[src/vcsw_pkg.sv]
package vcsw_pkg;
  // Register offsets
  localparam logic [3:0] VCSW_REG_CTRL      = 4'h0;
  localparam logic [3:0] VCSW_REG_DEGLITCH  = 4'h1;
  localparam logic [3:0] VCSW_REG_REATTEMPT = 4'h2;
  localparam logic [3:0] VCSW_REG_RV_DELAY  = 4'h3;
  localparam logic [3:0] VCSW_REG_OT_DELAY  = 4'h4;
  localparam logic [3:0] VCSW_REG_MASK      = 4'h5;
  localparam logic [3:0] VCSW_REG_FAULT     = 4'h6;
  localparam logic [3:0] VCSW_REG_INT       = 4'h7;
  localparam logic [3:0] VCSW_REG_STATE     = 4'h8;
  localparam logic [3:0] VCSW_REG_RETRY     = 4'h9;

  // Control register fields
  localparam int VCSW_CTRL_EN      = 0;
  localparam int VCSW_CTRL_ORIENT  = 1;
  localparam int VCSW_CTRL_GUARD   = 2;
  localparam int VCSW_CTRL_LIM_LO  = 4;
  localparam int VCSW_CTRL_LIM_HI  = 5;

  // Fault, interrupt and mask fields
  localparam int VCSW_F_REV   = 0;
  localparam int VCSW_F_OTP   = 1;
  localparam int VCSW_F_SHORT = 2;
  localparam int VCSW_F_OVC   = 3;
  localparam int VCSW_NFAULT  = 4;

  // State register fields
  localparam int VCSW_S_ON      = 0;
  localparam int VCSW_S_LIMIT   = 1;
  localparam int VCSW_S_SUPPLY  = 2;
  localparam int VCSW_S_LOCKED  = 3;
  localparam int VCSW_S_RECOVER = 4;
  localparam int VCSW_S_ALERT   = 5;

  // Reset values
  localparam logic [7:0] VCSW_CTRL_RST      = 8'h04;
  localparam logic [7:0] VCSW_DEGLITCH_RST  = 8'h0A;
  localparam logic [3:0] VCSW_REATTEMPT_RST = 4'h3;
  localparam logic [7:0] VCSW_RV_DELAY_RST  = 8'h64;
  localparam logic [7:0] VCSW_OT_DELAY_RST  = 8'hC8;
  localparam logic [3:0] VCSW_MASK_RST      = 4'h0;

  // Timing: the timers count ticks of one microsecond
  localparam int VCSW_CLK_NS       = 8;
  localparam int VCSW_TICK_NS      = 1000;
  localparam int VCSW_TICK_CYC     = (VCSW_TICK_NS + VCSW_CLK_NS - 1) / VCSW_CLK_NS;
  localparam int VCSW_SHORT_OFF_NS = 2000;
  localparam int VCSW_SHORT_TICKS  = (VCSW_SHORT_OFF_NS + VCSW_TICK_NS - 1) / VCSW_TICK_NS;

  // Number of synchronised inputs
  localparam int VCSW_NSYNC = 7;

  typedef enum logic [2:0] {
    VCSW_OFF,
    VCSW_ON,
    VCSW_RV_WAIT,
    VCSW_OT_WAIT,
    VCSW_SC_OFF,
    VCSW_LOCKED
  } vcsw_state_t;
endpackage
[src/vcsw_ctrl.sv]
`timescale 1ns/1ps
module vcsw_ctrl (
  input  wire logic       clk,
  input  wire logic       sys_rst,
  input  wire logic [3:0] reg_addr,
  input  wire logic [7:0] reg_wdata,
  input  wire logic       reg_wr,
  input  wire logic       reg_rd,
  output logic      [7:0] reg_rdata,
  input  wire logic       cable_supply_input_ok,
  input  wire logic       rev_voltage_det,
  input  wire logic       overcurrent_det,
  input  wire logic       short_det,
  input  wire logic       overtemp_det,
  input  wire logic       temp_recovered,
  output logic            cc1_switch_en,
  output logic            cc2_switch_en,
  output logic            current_limit_en,
  output logic      [1:0] overcurrent_limit_sel,
  input  wire logic       alert_n_i,
  output logic            alert_n_o,
  output logic            alert_n_oe
);
  // Synchronised views of the analog indications
  logic [vcsw_pkg::VCSW_NSYNC-1:0] pins;
  logic [vcsw_pkg::VCSW_NSYNC-1:0] lvl;
  logic supply_ok;
  logic rv_det;
  logic oc_det;
  logic sc_det;
  logic ot_det;
  logic ot_rec;
  logic alert_pin; // High while the alert wire is low

  assign pins = {~alert_n_i, temp_recovered, overtemp_det, short_det,
                 overcurrent_det, rev_voltage_det, cable_supply_input_ok};

  vcsw_pin_sync #(
    .W (vcsw_pkg::VCSW_NSYNC)
  ) u_sync (
    .clk     (clk),
    .sys_rst (sys_rst),
    .pin_i   (pins),
    .level_o (lvl)
  );

  assign supply_ok = lvl[0];
  assign rv_det    = lvl[1];
  assign oc_det    = lvl[2];
  assign sc_det    = lvl[3];
  assign ot_det    = lvl[4];
  assign ot_rec    = lvl[5];
  assign alert_pin = lvl[6];

  // Host registers
  logic [7:0] ctrl_ff;
  logic [7:0] deglitch_ff;
  logic [3:0] reattempt_ff;
  logic [7:0] rv_delay_ff;
  logic [7:0] ot_delay_ff;
  logic [vcsw_pkg::VCSW_NFAULT-1:0] mask_ff;
  logic [vcsw_pkg::VCSW_NFAULT-1:0] fault_ff;
  logic [vcsw_pkg::VCSW_NFAULT-1:0] int_ff;
  logic [vcsw_pkg::VCSW_NFAULT-1:0] nxt_fault;
  logic [vcsw_pkg::VCSW_NFAULT-1:0] nxt_int;
  logic [7:0] rdata_ff;
  logic [7:0] nxt_rdata;

  // Core state
  vcsw_pkg::vcsw_state_t state_ff;
  vcsw_pkg::vcsw_state_t nxt_state;
  logic [6:0] tick_cnt_ff;
  logic       tick;
  logic [7:0] timer_ff;
  logic [7:0] nxt_timer;
  logic [7:0] glitch_cnt_ff;
  logic [7:0] nxt_glitch_cnt;
  logic [3:0] retry_ff;
  logic [3:0] nxt_retry;
  logic       sc_limit_ff;
  logic       nxt_sc_limit;
  logic       limit_ff;

  // Address decode
  logic wr_ctrl;
  logic wr_deglitch;
  logic wr_reattempt;
  logic wr_rv_delay;
  logic wr_ot_delay;
  logic wr_mask;
  logic wr_fault;
  logic wr_int;

  assign wr_ctrl      = reg_wr && (reg_addr == vcsw_pkg::VCSW_REG_CTRL);
  assign wr_deglitch  = reg_wr && (reg_addr == vcsw_pkg::VCSW_REG_DEGLITCH);
  assign wr_reattempt = reg_wr && (reg_addr == vcsw_pkg::VCSW_REG_REATTEMPT);
  assign wr_rv_delay  = reg_wr && (reg_addr == vcsw_pkg::VCSW_REG_RV_DELAY);
  assign wr_ot_delay  = reg_wr && (reg_addr == vcsw_pkg::VCSW_REG_OT_DELAY);
  assign wr_mask      = reg_wr && (reg_addr == vcsw_pkg::VCSW_REG_MASK);
  assign wr_fault     = reg_wr && (reg_addr == vcsw_pkg::VCSW_REG_FAULT);
  assign wr_int       = reg_wr && (reg_addr == vcsw_pkg::VCSW_REG_INT);

  // Control fields
  logic       host_en;
  logic       orient;
  logic       guard_en;
  logic       allow_on;

  assign host_en  = ctrl_ff[vcsw_pkg::VCSW_CTRL_EN];
  assign orient   = ctrl_ff[vcsw_pkg::VCSW_CTRL_ORIENT];
  assign guard_en = ctrl_ff[vcsw_pkg::VCSW_CTRL_GUARD];
  assign allow_on = host_en && supply_ok;

  // Settings registers written by the host
  always_ff @(posedge clk) begin
    if (sys_rst) begin
      ctrl_ff      <= vcsw_pkg::VCSW_CTRL_RST;
      deglitch_ff  <= vcsw_pkg::VCSW_DEGLITCH_RST;
      reattempt_ff <= vcsw_pkg::VCSW_REATTEMPT_RST;
      rv_delay_ff  <= vcsw_pkg::VCSW_RV_DELAY_RST;
      ot_delay_ff  <= vcsw_pkg::VCSW_OT_DELAY_RST;
      mask_ff      <= vcsw_pkg::VCSW_MASK_RST;
    end else begin
      if (wr_ctrl) ctrl_ff <= reg_wdata;
      if (wr_deglitch) deglitch_ff <= reg_wdata;
      if (wr_reattempt) reattempt_ff <= reg_wdata[3:0];
      if (wr_rv_delay) rv_delay_ff <= reg_wdata;
      if (wr_ot_delay) ot_delay_ff <= reg_wdata;
      if (wr_mask) mask_ff <= reg_wdata[vcsw_pkg::VCSW_NFAULT-1:0];
    end
  end

  // One microsecond tick for all timers
  assign tick = (tick_cnt_ff == 7'(vcsw_pkg::VCSW_TICK_CYC - 1));

  always_ff @(posedge clk) begin
    if (sys_rst) begin
      tick_cnt_ff <= 7'h00;
    end else begin
      tick_cnt_ff <= tick ? 7'h00 : tick_cnt_ff + 7'h01;
    end
  end

  // Reverse voltage deglitch
  logic rv_watch;
  logic rv_trip;
  logic retry_done;

  assign rv_watch   = (state_ff == vcsw_pkg::VCSW_ON) && guard_en && rv_det;
  assign rv_trip    = rv_watch && (glitch_cnt_ff >= deglitch_ff);
  assign retry_done = (retry_ff + 4'h1) >= reattempt_ff;

  always_comb begin
    nxt_glitch_cnt = 8'h00;
    if (rv_watch && !rv_trip) begin
      nxt_glitch_cnt = (tick && glitch_cnt_ff != 8'hFF) ? glitch_cnt_ff + 8'h01
                                                       : glitch_cnt_ff;
    end
  end

  // Timer done flag shared by recovery states
  logic timer_zero;
  assign timer_zero = (timer_ff == 8'h00);

  // Switch sequencing
  always_comb begin
    nxt_state    = state_ff;
    nxt_timer    = timer_ff;
    nxt_retry    = retry_ff;
    nxt_sc_limit = sc_limit_ff;
    if (tick && !timer_zero) begin
      nxt_timer = timer_ff - 8'h01;
    end
    if (!allow_on) begin
      nxt_state    = vcsw_pkg::VCSW_OFF;
      nxt_retry    = 4'h0;
      nxt_sc_limit = 1'b0;
    end else begin
      unique case (state_ff)
        vcsw_pkg::VCSW_OFF: begin
          nxt_state = vcsw_pkg::VCSW_ON;
        end
        vcsw_pkg::VCSW_ON: begin
          if (sc_det) begin
            nxt_state = vcsw_pkg::VCSW_SC_OFF;
            nxt_timer = 8'(vcsw_pkg::VCSW_SHORT_TICKS);
          end else if (ot_det) begin
            nxt_state = vcsw_pkg::VCSW_OT_WAIT;
            nxt_timer = ot_delay_ff;
          end else if (rv_trip) begin
            if (retry_done) begin
              nxt_state = vcsw_pkg::VCSW_LOCKED;
            end else begin
              nxt_state = vcsw_pkg::VCSW_RV_WAIT;
              nxt_timer = rv_delay_ff;
              nxt_retry = retry_ff + 4'h1;
            end
          end
        end
        vcsw_pkg::VCSW_RV_WAIT: begin
          if (timer_zero) begin
            nxt_state = vcsw_pkg::VCSW_ON;
          end
        end
        vcsw_pkg::VCSW_OT_WAIT: begin
          if (!ot_rec || ot_det) begin
            nxt_timer = ot_delay_ff;
          end else if (timer_zero) begin
            nxt_state = vcsw_pkg::VCSW_ON;
          end
        end
        vcsw_pkg::VCSW_SC_OFF: begin
          if (timer_zero) begin
            nxt_state    = vcsw_pkg::VCSW_ON;
            nxt_sc_limit = 1'b1;
          end
        end
        vcsw_pkg::VCSW_LOCKED: begin
          nxt_state = vcsw_pkg::VCSW_LOCKED;
        end
        default: begin
          nxt_state = vcsw_pkg::VCSW_OFF;
        end
      endcase
    end
  end

  always_ff @(posedge clk) begin
    if (sys_rst) begin
      state_ff      <= vcsw_pkg::VCSW_OFF;
      timer_ff      <= 8'h00;
      retry_ff      <= 4'h0;
      sc_limit_ff   <= 1'b0;
      glitch_cnt_ff <= 8'h00;
    end else begin
      state_ff      <= nxt_state;
      timer_ff      <= nxt_timer;
      retry_ff      <= nxt_retry;
      sc_limit_ff   <= nxt_sc_limit;
      glitch_cnt_ff <= nxt_glitch_cnt;
    end
  end

  // Switch path drive
  logic sw_on;
  logic nxt_limit;

  assign sw_on     = (state_ff == vcsw_pkg::VCSW_ON);
  assign nxt_limit = (nxt_state == vcsw_pkg::VCSW_ON) && (oc_det || nxt_sc_limit);

  logic cc1_ff;
  logic cc2_ff;

  always_ff @(posedge clk) begin
    if (sys_rst) begin
      cc1_ff   <= 1'b0;
      cc2_ff   <= 1'b0;
      limit_ff <= 1'b0;
    end else begin
      cc1_ff   <= (nxt_state == vcsw_pkg::VCSW_ON) && orient;
      cc2_ff   <= (nxt_state == vcsw_pkg::VCSW_ON) && !orient;
      limit_ff <= nxt_limit;
    end
  end

  assign cc1_switch_en         = cc1_ff;
  assign cc2_switch_en         = cc2_ff;
  assign current_limit_en      = limit_ff;
  assign overcurrent_limit_sel = ctrl_ff[vcsw_pkg::VCSW_CTRL_LIM_LO +: 2];

  // Fault events
  logic [vcsw_pkg::VCSW_NFAULT-1:0] ev;

  assign ev[vcsw_pkg::VCSW_F_REV]   = sw_on && !sc_det && !ot_det && rv_trip && retry_done;
  assign ev[vcsw_pkg::VCSW_F_OTP]   = sw_on && !sc_det && ot_det;
  assign ev[vcsw_pkg::VCSW_F_SHORT] = sw_on && sc_det;
  assign ev[vcsw_pkg::VCSW_F_OVC]   = nxt_limit && !limit_ff;

  // Sticky status, write one to clear, a new event wins over its clear
  always_comb begin
    nxt_fault = fault_ff;
    nxt_int   = int_ff;
    if (wr_fault) nxt_fault = fault_ff & ~reg_wdata[vcsw_pkg::VCSW_NFAULT-1:0];
    if (wr_int) nxt_int = int_ff & ~reg_wdata[vcsw_pkg::VCSW_NFAULT-1:0];
    nxt_fault = nxt_fault | ev;
    nxt_int   = nxt_int | ev;
  end

  always_ff @(posedge clk) begin
    if (sys_rst) begin
      fault_ff <= '0;
      int_ff   <= '0;
    end else begin
      fault_ff <= nxt_fault;
      int_ff   <= nxt_int;
    end
  end

  // Level alert while any unmasked interrupt is pending
  logic alert_ff;

  always_ff @(posedge clk) begin
    if (sys_rst) begin
      alert_ff <= 1'b0;
    end else begin
      alert_ff <= |(nxt_int & ~mask_ff);
    end
  end

  assign alert_n_o  = 1'b0;
  assign alert_n_oe = alert_ff;

  // Readback
  logic [7:0] state_word;

  assign state_word = {2'b00, alert_pin,
                       (state_ff == vcsw_pkg::VCSW_RV_WAIT) ||
                       (state_ff == vcsw_pkg::VCSW_OT_WAIT) ||
                       (state_ff == vcsw_pkg::VCSW_SC_OFF),
                       (state_ff == vcsw_pkg::VCSW_LOCKED),
                       supply_ok, limit_ff, sw_on};

  always_comb begin
    nxt_rdata = 8'h00;
    unique case (reg_addr)
      vcsw_pkg::VCSW_REG_CTRL:      nxt_rdata = ctrl_ff;
      vcsw_pkg::VCSW_REG_DEGLITCH:  nxt_rdata = deglitch_ff;
      vcsw_pkg::VCSW_REG_REATTEMPT: nxt_rdata = {4'h0, reattempt_ff};
      vcsw_pkg::VCSW_REG_RV_DELAY:  nxt_rdata = rv_delay_ff;
      vcsw_pkg::VCSW_REG_OT_DELAY:  nxt_rdata = ot_delay_ff;
      vcsw_pkg::VCSW_REG_MASK:      nxt_rdata = {4'h0, mask_ff};
      vcsw_pkg::VCSW_REG_FAULT:     nxt_rdata = {4'h0, fault_ff};
      vcsw_pkg::VCSW_REG_INT:       nxt_rdata = {4'h0, int_ff};
      vcsw_pkg::VCSW_REG_STATE:     nxt_rdata = state_word;
      vcsw_pkg::VCSW_REG_RETRY:     nxt_rdata = {4'h0, retry_ff};
      default:                      nxt_rdata = 8'h00;
    endcase
  end

  always_ff @(posedge clk) begin
    if (sys_rst) begin
      rdata_ff <= 8'h00;
    end else if (reg_rd) begin
      rdata_ff <= nxt_rdata;
    end else begin
      rdata_ff <= 8'h00;
    end
  end

  assign reg_rdata = rdata_ff;
endmodule

[src/vcsw_pin_sync.sv]
`timescale 1ns/1ps
module vcsw_pin_sync #(
  parameter int W = 1
) (
  input  wire logic         clk,
  input  wire logic         sys_rst,
  input  wire logic [W-1:0] pin_i,
  output logic      [W-1:0] level_o
);
  logic [W-1:0] s1_ff;
  logic [W-1:0] s2_ff;
  logic [W-1:0] s3_ff;
  logic [W-1:0] level_ff;

  // Three-stage chain per bit, level changes once stages two and three agree
  genvar i;
  for (i = 0; i < W; i++) begin : g_bit
    always_ff @(posedge clk) begin
      if (sys_rst) begin
        s1_ff[i]    <= 1'b0;
        s2_ff[i]    <= 1'b0;
        s3_ff[i]    <= 1'b0;
        level_ff[i] <= 1'b0;
      end else begin
        s1_ff[i] <= pin_i[i];
        s2_ff[i] <= s1_ff[i];
        s3_ff[i] <= s2_ff[i];
        if (s2_ff[i] == s3_ff[i]) begin
          level_ff[i] <= s3_ff[i];
        end
      end
    end
  end

  assign level_o = level_ff;
endmodule

[config.mk]
export PLATFORM = sky130hd
export DESIGN_NAME = vcsw_ctrl
export DESIGN_NICKNAME = d
export VERILOG_FILES = /design/src/vcsw_pkg.sv /design/src/vcsw_ctrl.sv /design/src/vcsw_pin_sync.sv
export SDC_FILE = /design/constraint.sdc
export NUM_CORES = 1
export LEC_CHECK = 0
export BUFFER_PORTS_ARGS = -buffer_cell sky130_fd_sc_hd__clkbuf_2
export CAP_MARGIN = 10
export CORE_ASPECT_RATIO = 1.4
export CORE_MARGIN = 2
export CORE_UTILIZATION = 25
export CTS_CLUSTER_SIZE = 16
export DETAILED_ROUTE_END_ITERATION = 10
export PLACE_DENSITY = 0.48
export RECOVER_POWER = 100
export SKIP_CTS_REPAIR_TIMING = 1
export SLEW_MARGIN = 20
export SYNTH_ARGS = -nofsm -noshare
export SYNTH_HDL_FRONTEND = slang
export SYNTH_SLANG_ARGS = --single-unit
[constraint.sdc]
create_clock -name clk -period 5.7 [get_ports clk]
set_input_delay 0.285 -clock clk [delete_from_list [all_inputs] [get_ports clk]]
set_output_delay 0.285 -clock clk [all_outputs]
set_load 0.01 [all_outputs]
==> run summary <==
RUN STATUS
---------------------------------------------------------------------------------
Outcome                                                              complete, no violations

GRT
---------------------------------------------------------------------------------
Number of antenna violations at the first check in global routing               0
Via count of the first global-routing pass                                   4688
Total overflow reported by the global router                                    0
Pin count of the biggest net entering global routing                           77
GRT Util Overall                                                            0.151
Wire length of the first global-routing pass                             26400 um

ROUTE
---------------------------------------------------------------------------------
ANT nets after route                                                            0
Drt via density                                                              4.80
Post-route DRC                                                                  0
Via count                                                                    4716
First-iteration detailed-routing DRC count                                    321
Count of TritonRoute iterations in the first routing pass                       5
DRT Wirelength                                                           16700 um
Routed wire per std cell                                                  17.0 um

WORST SETUP PATH
---------------------------------------------------------------------------------
R2R Path Start                                                        retry_ff[0]
Path depth of the worst reg2reg path                                            9
Cell at the slowest stage of the critical path                           a211oi_1
CP most frequent cell                                                     o21ai_0
Arrival time of the worst setup path                                      3.70 ns
Crit. path cell count                                                           9
Element type at the critical path end                                        flop
Critical path data required time                                          5.97 ns
Kind of critical path                                                     reg2reg
Max incr delay on CP                                                      0.82 ns
Cell breakdown of the critical path                                  ha_1 -> xor2_1 -> ha_1 -> o21ai_0 -> o21bai_1 -> a211oi_1 -> nor3_1 -> o21ai_0 -> o21ai_0
Kind of launch point of the worst setup path                                 flop
Family with the most delay on the worst path                         compound AO/OA/AOI/OAI gates
Highest fanout seen on the critical path                                        7
Buffer and inverter count on the worst path                                     0
R2r endpoint                                                          timer_ff[2]
Flop2flop setup slack                                                     2.27 ns

TIMING
---------------------------------------------------------------------------------
Share of the clock period used by the worst path                            0.601
Slew HR                                                                     0.147
Achievable frequency                                                      292 MHz
Number of pins with negative max-slew slack in the final report                 0
Slew of the pin with the lowest slew margin                               1.28 ns
Min Tclk post-route                                                       3.43 ns
Endpoints failing hold                                                          0
Slack of the critical path                                                2.27 ns
Total setup violations reported at the end of the flow                          0
Smallest hold slack                                                     0.0175 ns
Total Negative Setup Slacks                                                  0 ns
Setup Skew                                                             0.00922 ns
RSZ-0062 raised after global routing                                           no

CLOCK TREE
---------------------------------------------------------------------------------
TritonCTS Sinks                                                               119
Clock root buffer                                                       clkbuf_16
Deepest level of the CTS H-tree                                                 4
Clock tree from TritonCTS                                                    done
Insertion delay to the later sink of the worst-skew pair                  0.43 ns
Number of CTS-inserted buffers                                                 17
Clock transition at path regs                                             0.06 ns
Worst-case clock buffer depth                                                   2

FINISH
---------------------------------------------------------------------------------
Post-Layout Cell Count                                                        982
Syn-to-layout area delta                                                    17.3%
Net total in the final layout                                                 713
Ratio of cells with drive above 1 in the final layout                      0.0964
Diode insertion count for antenna repair                                        0

SYNTHESIS
---------------------------------------------------------------------------------
XOR/XNOR Fraction of Synth Area                                            0.0334
Cells taking the most area after synthesis                           dfxtp_1, nor2_1, a21oi_1
Netlist Area Pre-Place                                                 5500 sq um
Synthesized netlist cell count                                                644
Share of synthesized cell area in and, or, nand and nor gates               0.232
Leading register cell type out of synthesis                               dfxtp_1
Main combinational cell family by area after synthesis               simple AND/OR/NAND/NOR gates
Number of distinct library cells after synthesis                               61
Area share of fa/ha/maj cells after synthesis                              0.0409
Area leader, netlist                                                      dfxtp_1
Fraction of synthesis flops using an asynchronous set or reset pin              0
Synthesized net count                                                         685
Synth top cells by count                                             dfxtp_1, nor2_1, nand2_1
Sequential-to-total area share from yosys stat                              0.433
Number of flops mapped to enable cells by yosys                                 0
Avg Inst Size Synth                                                    8.54 sq um
Yosys reg bits                                                                119
Cell with the most instances after synthesis                              dfxtp_1
Post-synthesis compound-gate area fraction                                  0.171
Warnings, synthesis                                                             0
Multiplexer share of the synthesized area                                  0.0464
Area share of the largest cell type after synthesis                         0.433

PWR
---------------------------------------------------------------------------------
Power per unit of standard cell area                                  310 nW/um^2
Maximum resistive drop on vdd                                          0.000215 V
Static power due to leakage                                               2.37 nW
Post-layout total power                                                 0.00200 W

DIE
---------------------------------------------------------------------------------
Total number of placement rows                                                 64
Die width                                                                  129 um
# IOs                                                                          38
Floorplan die area                                                    23200 sq um
Area of the core                                                      21700 sq um
Initial Utilization                                                         0.254
Die Height                                                                 180 um

PLACEMENT
---------------------------------------------------------------------------------
Routability congestion estimate                                             0.856
Worst slack after detailed placement                                      3.06 ns
Number of buffers added on ports                                               36
Number of cells in the design after placement                                 950
Hpwl dp                                                                  12200 um

HOLD PATH
---------------------------------------------------------------------------------
Hold path start                                                         alert_n_i
Hold Path Stages                                                                2
Classification of the worst-slack hold path                                in2reg
Hold EP                                                              u_sync.s1_ff[6]

FLOW RUN
---------------------------------------------------------------------------------
MaxCap Viol Count                                                               0

layout make-up:
cell class,count,area [sq um]
Tap cell,297,372
Fill cell,2359,15200
Clock inverter,15,156
Clock buffer,17,425
Sequential cell,119,2380
Inverter,29,109
Timing Repair Buffer,38,171
Multi-Input combinational cell,467,2840
kinds of logic after synthesis:
logic type | Yosys count
compound gates | 146
simple gates | 256
buf+inv | 58
flops | 119
mux | 25
xor+xnor | 21
other cells | 1
fa+ha+maj | 18
worst max-delay path by stage:
stage	end	slack [ns]	from
2_1_floorplan	retry_ff[3]	3.34	retry_ff[0]
3_3_place_gp	alert_n_oe	3.07	deglitch_ff[5]
3_5_place_dp	alert_n_oe	3.06	deglitch_ff[5]
4_1_cts	alert_n_oe	3.02	deglitch_ff[5]
5_1_grt	timer_ff[6]	1.94	retry_ff[0]
6_report	timer_ff[2]	2.27	retry_ff[0]
per-stage QoR:
| step | util | cell area [sq um] |
|---|---|---|
| after global routing | 0.297 | 6450 |
| after detailed placement | 0.274 | 5940 |
| final | 0.297 | 6450 |
| after global placement | 0.274 | 5940 |
| after floorplan | - | 5500 |
| after CTS | 0.301 | 6530 |
report_power, final:
group | internal (W) | total (W) | leakage [nW] | switching, W
clock | 0.000642 | 0.00106 | 0.271 | 0.000416
sequential | 0.000845 | 0.000855 | 0.964 | 0.0000102
combinational | 0.0000267 | 0.0000861 | 1.14 | 0.0000594
total | 0.00151 | 0.00200 | 2.37 | 0.000486
layout by cell type, fill, tap and decap left out, types with 3 or more instances in the layout:
cell,count
a211o_1,5
a211oi_1,6
a21o_1,4
a21oi_1,52
a221oi_1,7
a22oi_1,10
a31oi_1,8
and2_0,3
and3_1,7
clkbuf_1,17
clkbuf_16,17
clkbuf_2,20
clkinv_2,3
clkinv_4,4
clkinvlp_4,5
dfxtp_1,119
ha_1,18
inv_1,28
mux2_2,4
mux2i_1,21
nand2_1,55
nand2b_1,3
nand3_1,39
nand4_1,9
nor2_1,84
nor2b_1,22
nor3_1,14
nor4_1,3
o211ai_1,6
o21ai_0,33
xnor2_1,6
xor2_1,15
per-layer routing:
metal,vias to the layer above,part of all wire,GRT usage
met5,-,0,0
li1,2317,-,-
met1,2240,0.40,0.175
met2,124,0.52,0.259
met3,35,0.039,0.0315
met4,0,0.042,0.0761
registers in the layout (all words and copies together) (netlist names), 7 cells and up:
signal	count
deglitch_ff	8
u_sync.s2_ff	7
tick_cnt_ff	7
ot_delay_ff	8
rv_delay_ff	8
timer_ff	8
u_sync.s1_ff	7
u_sync.level_o	7
u_sync.s3_ff	7
ctrl_ff	8
reg_rdata	8
glitch_cnt_ff	8
No activity file was read; power rests on OpenSTA's default activity.
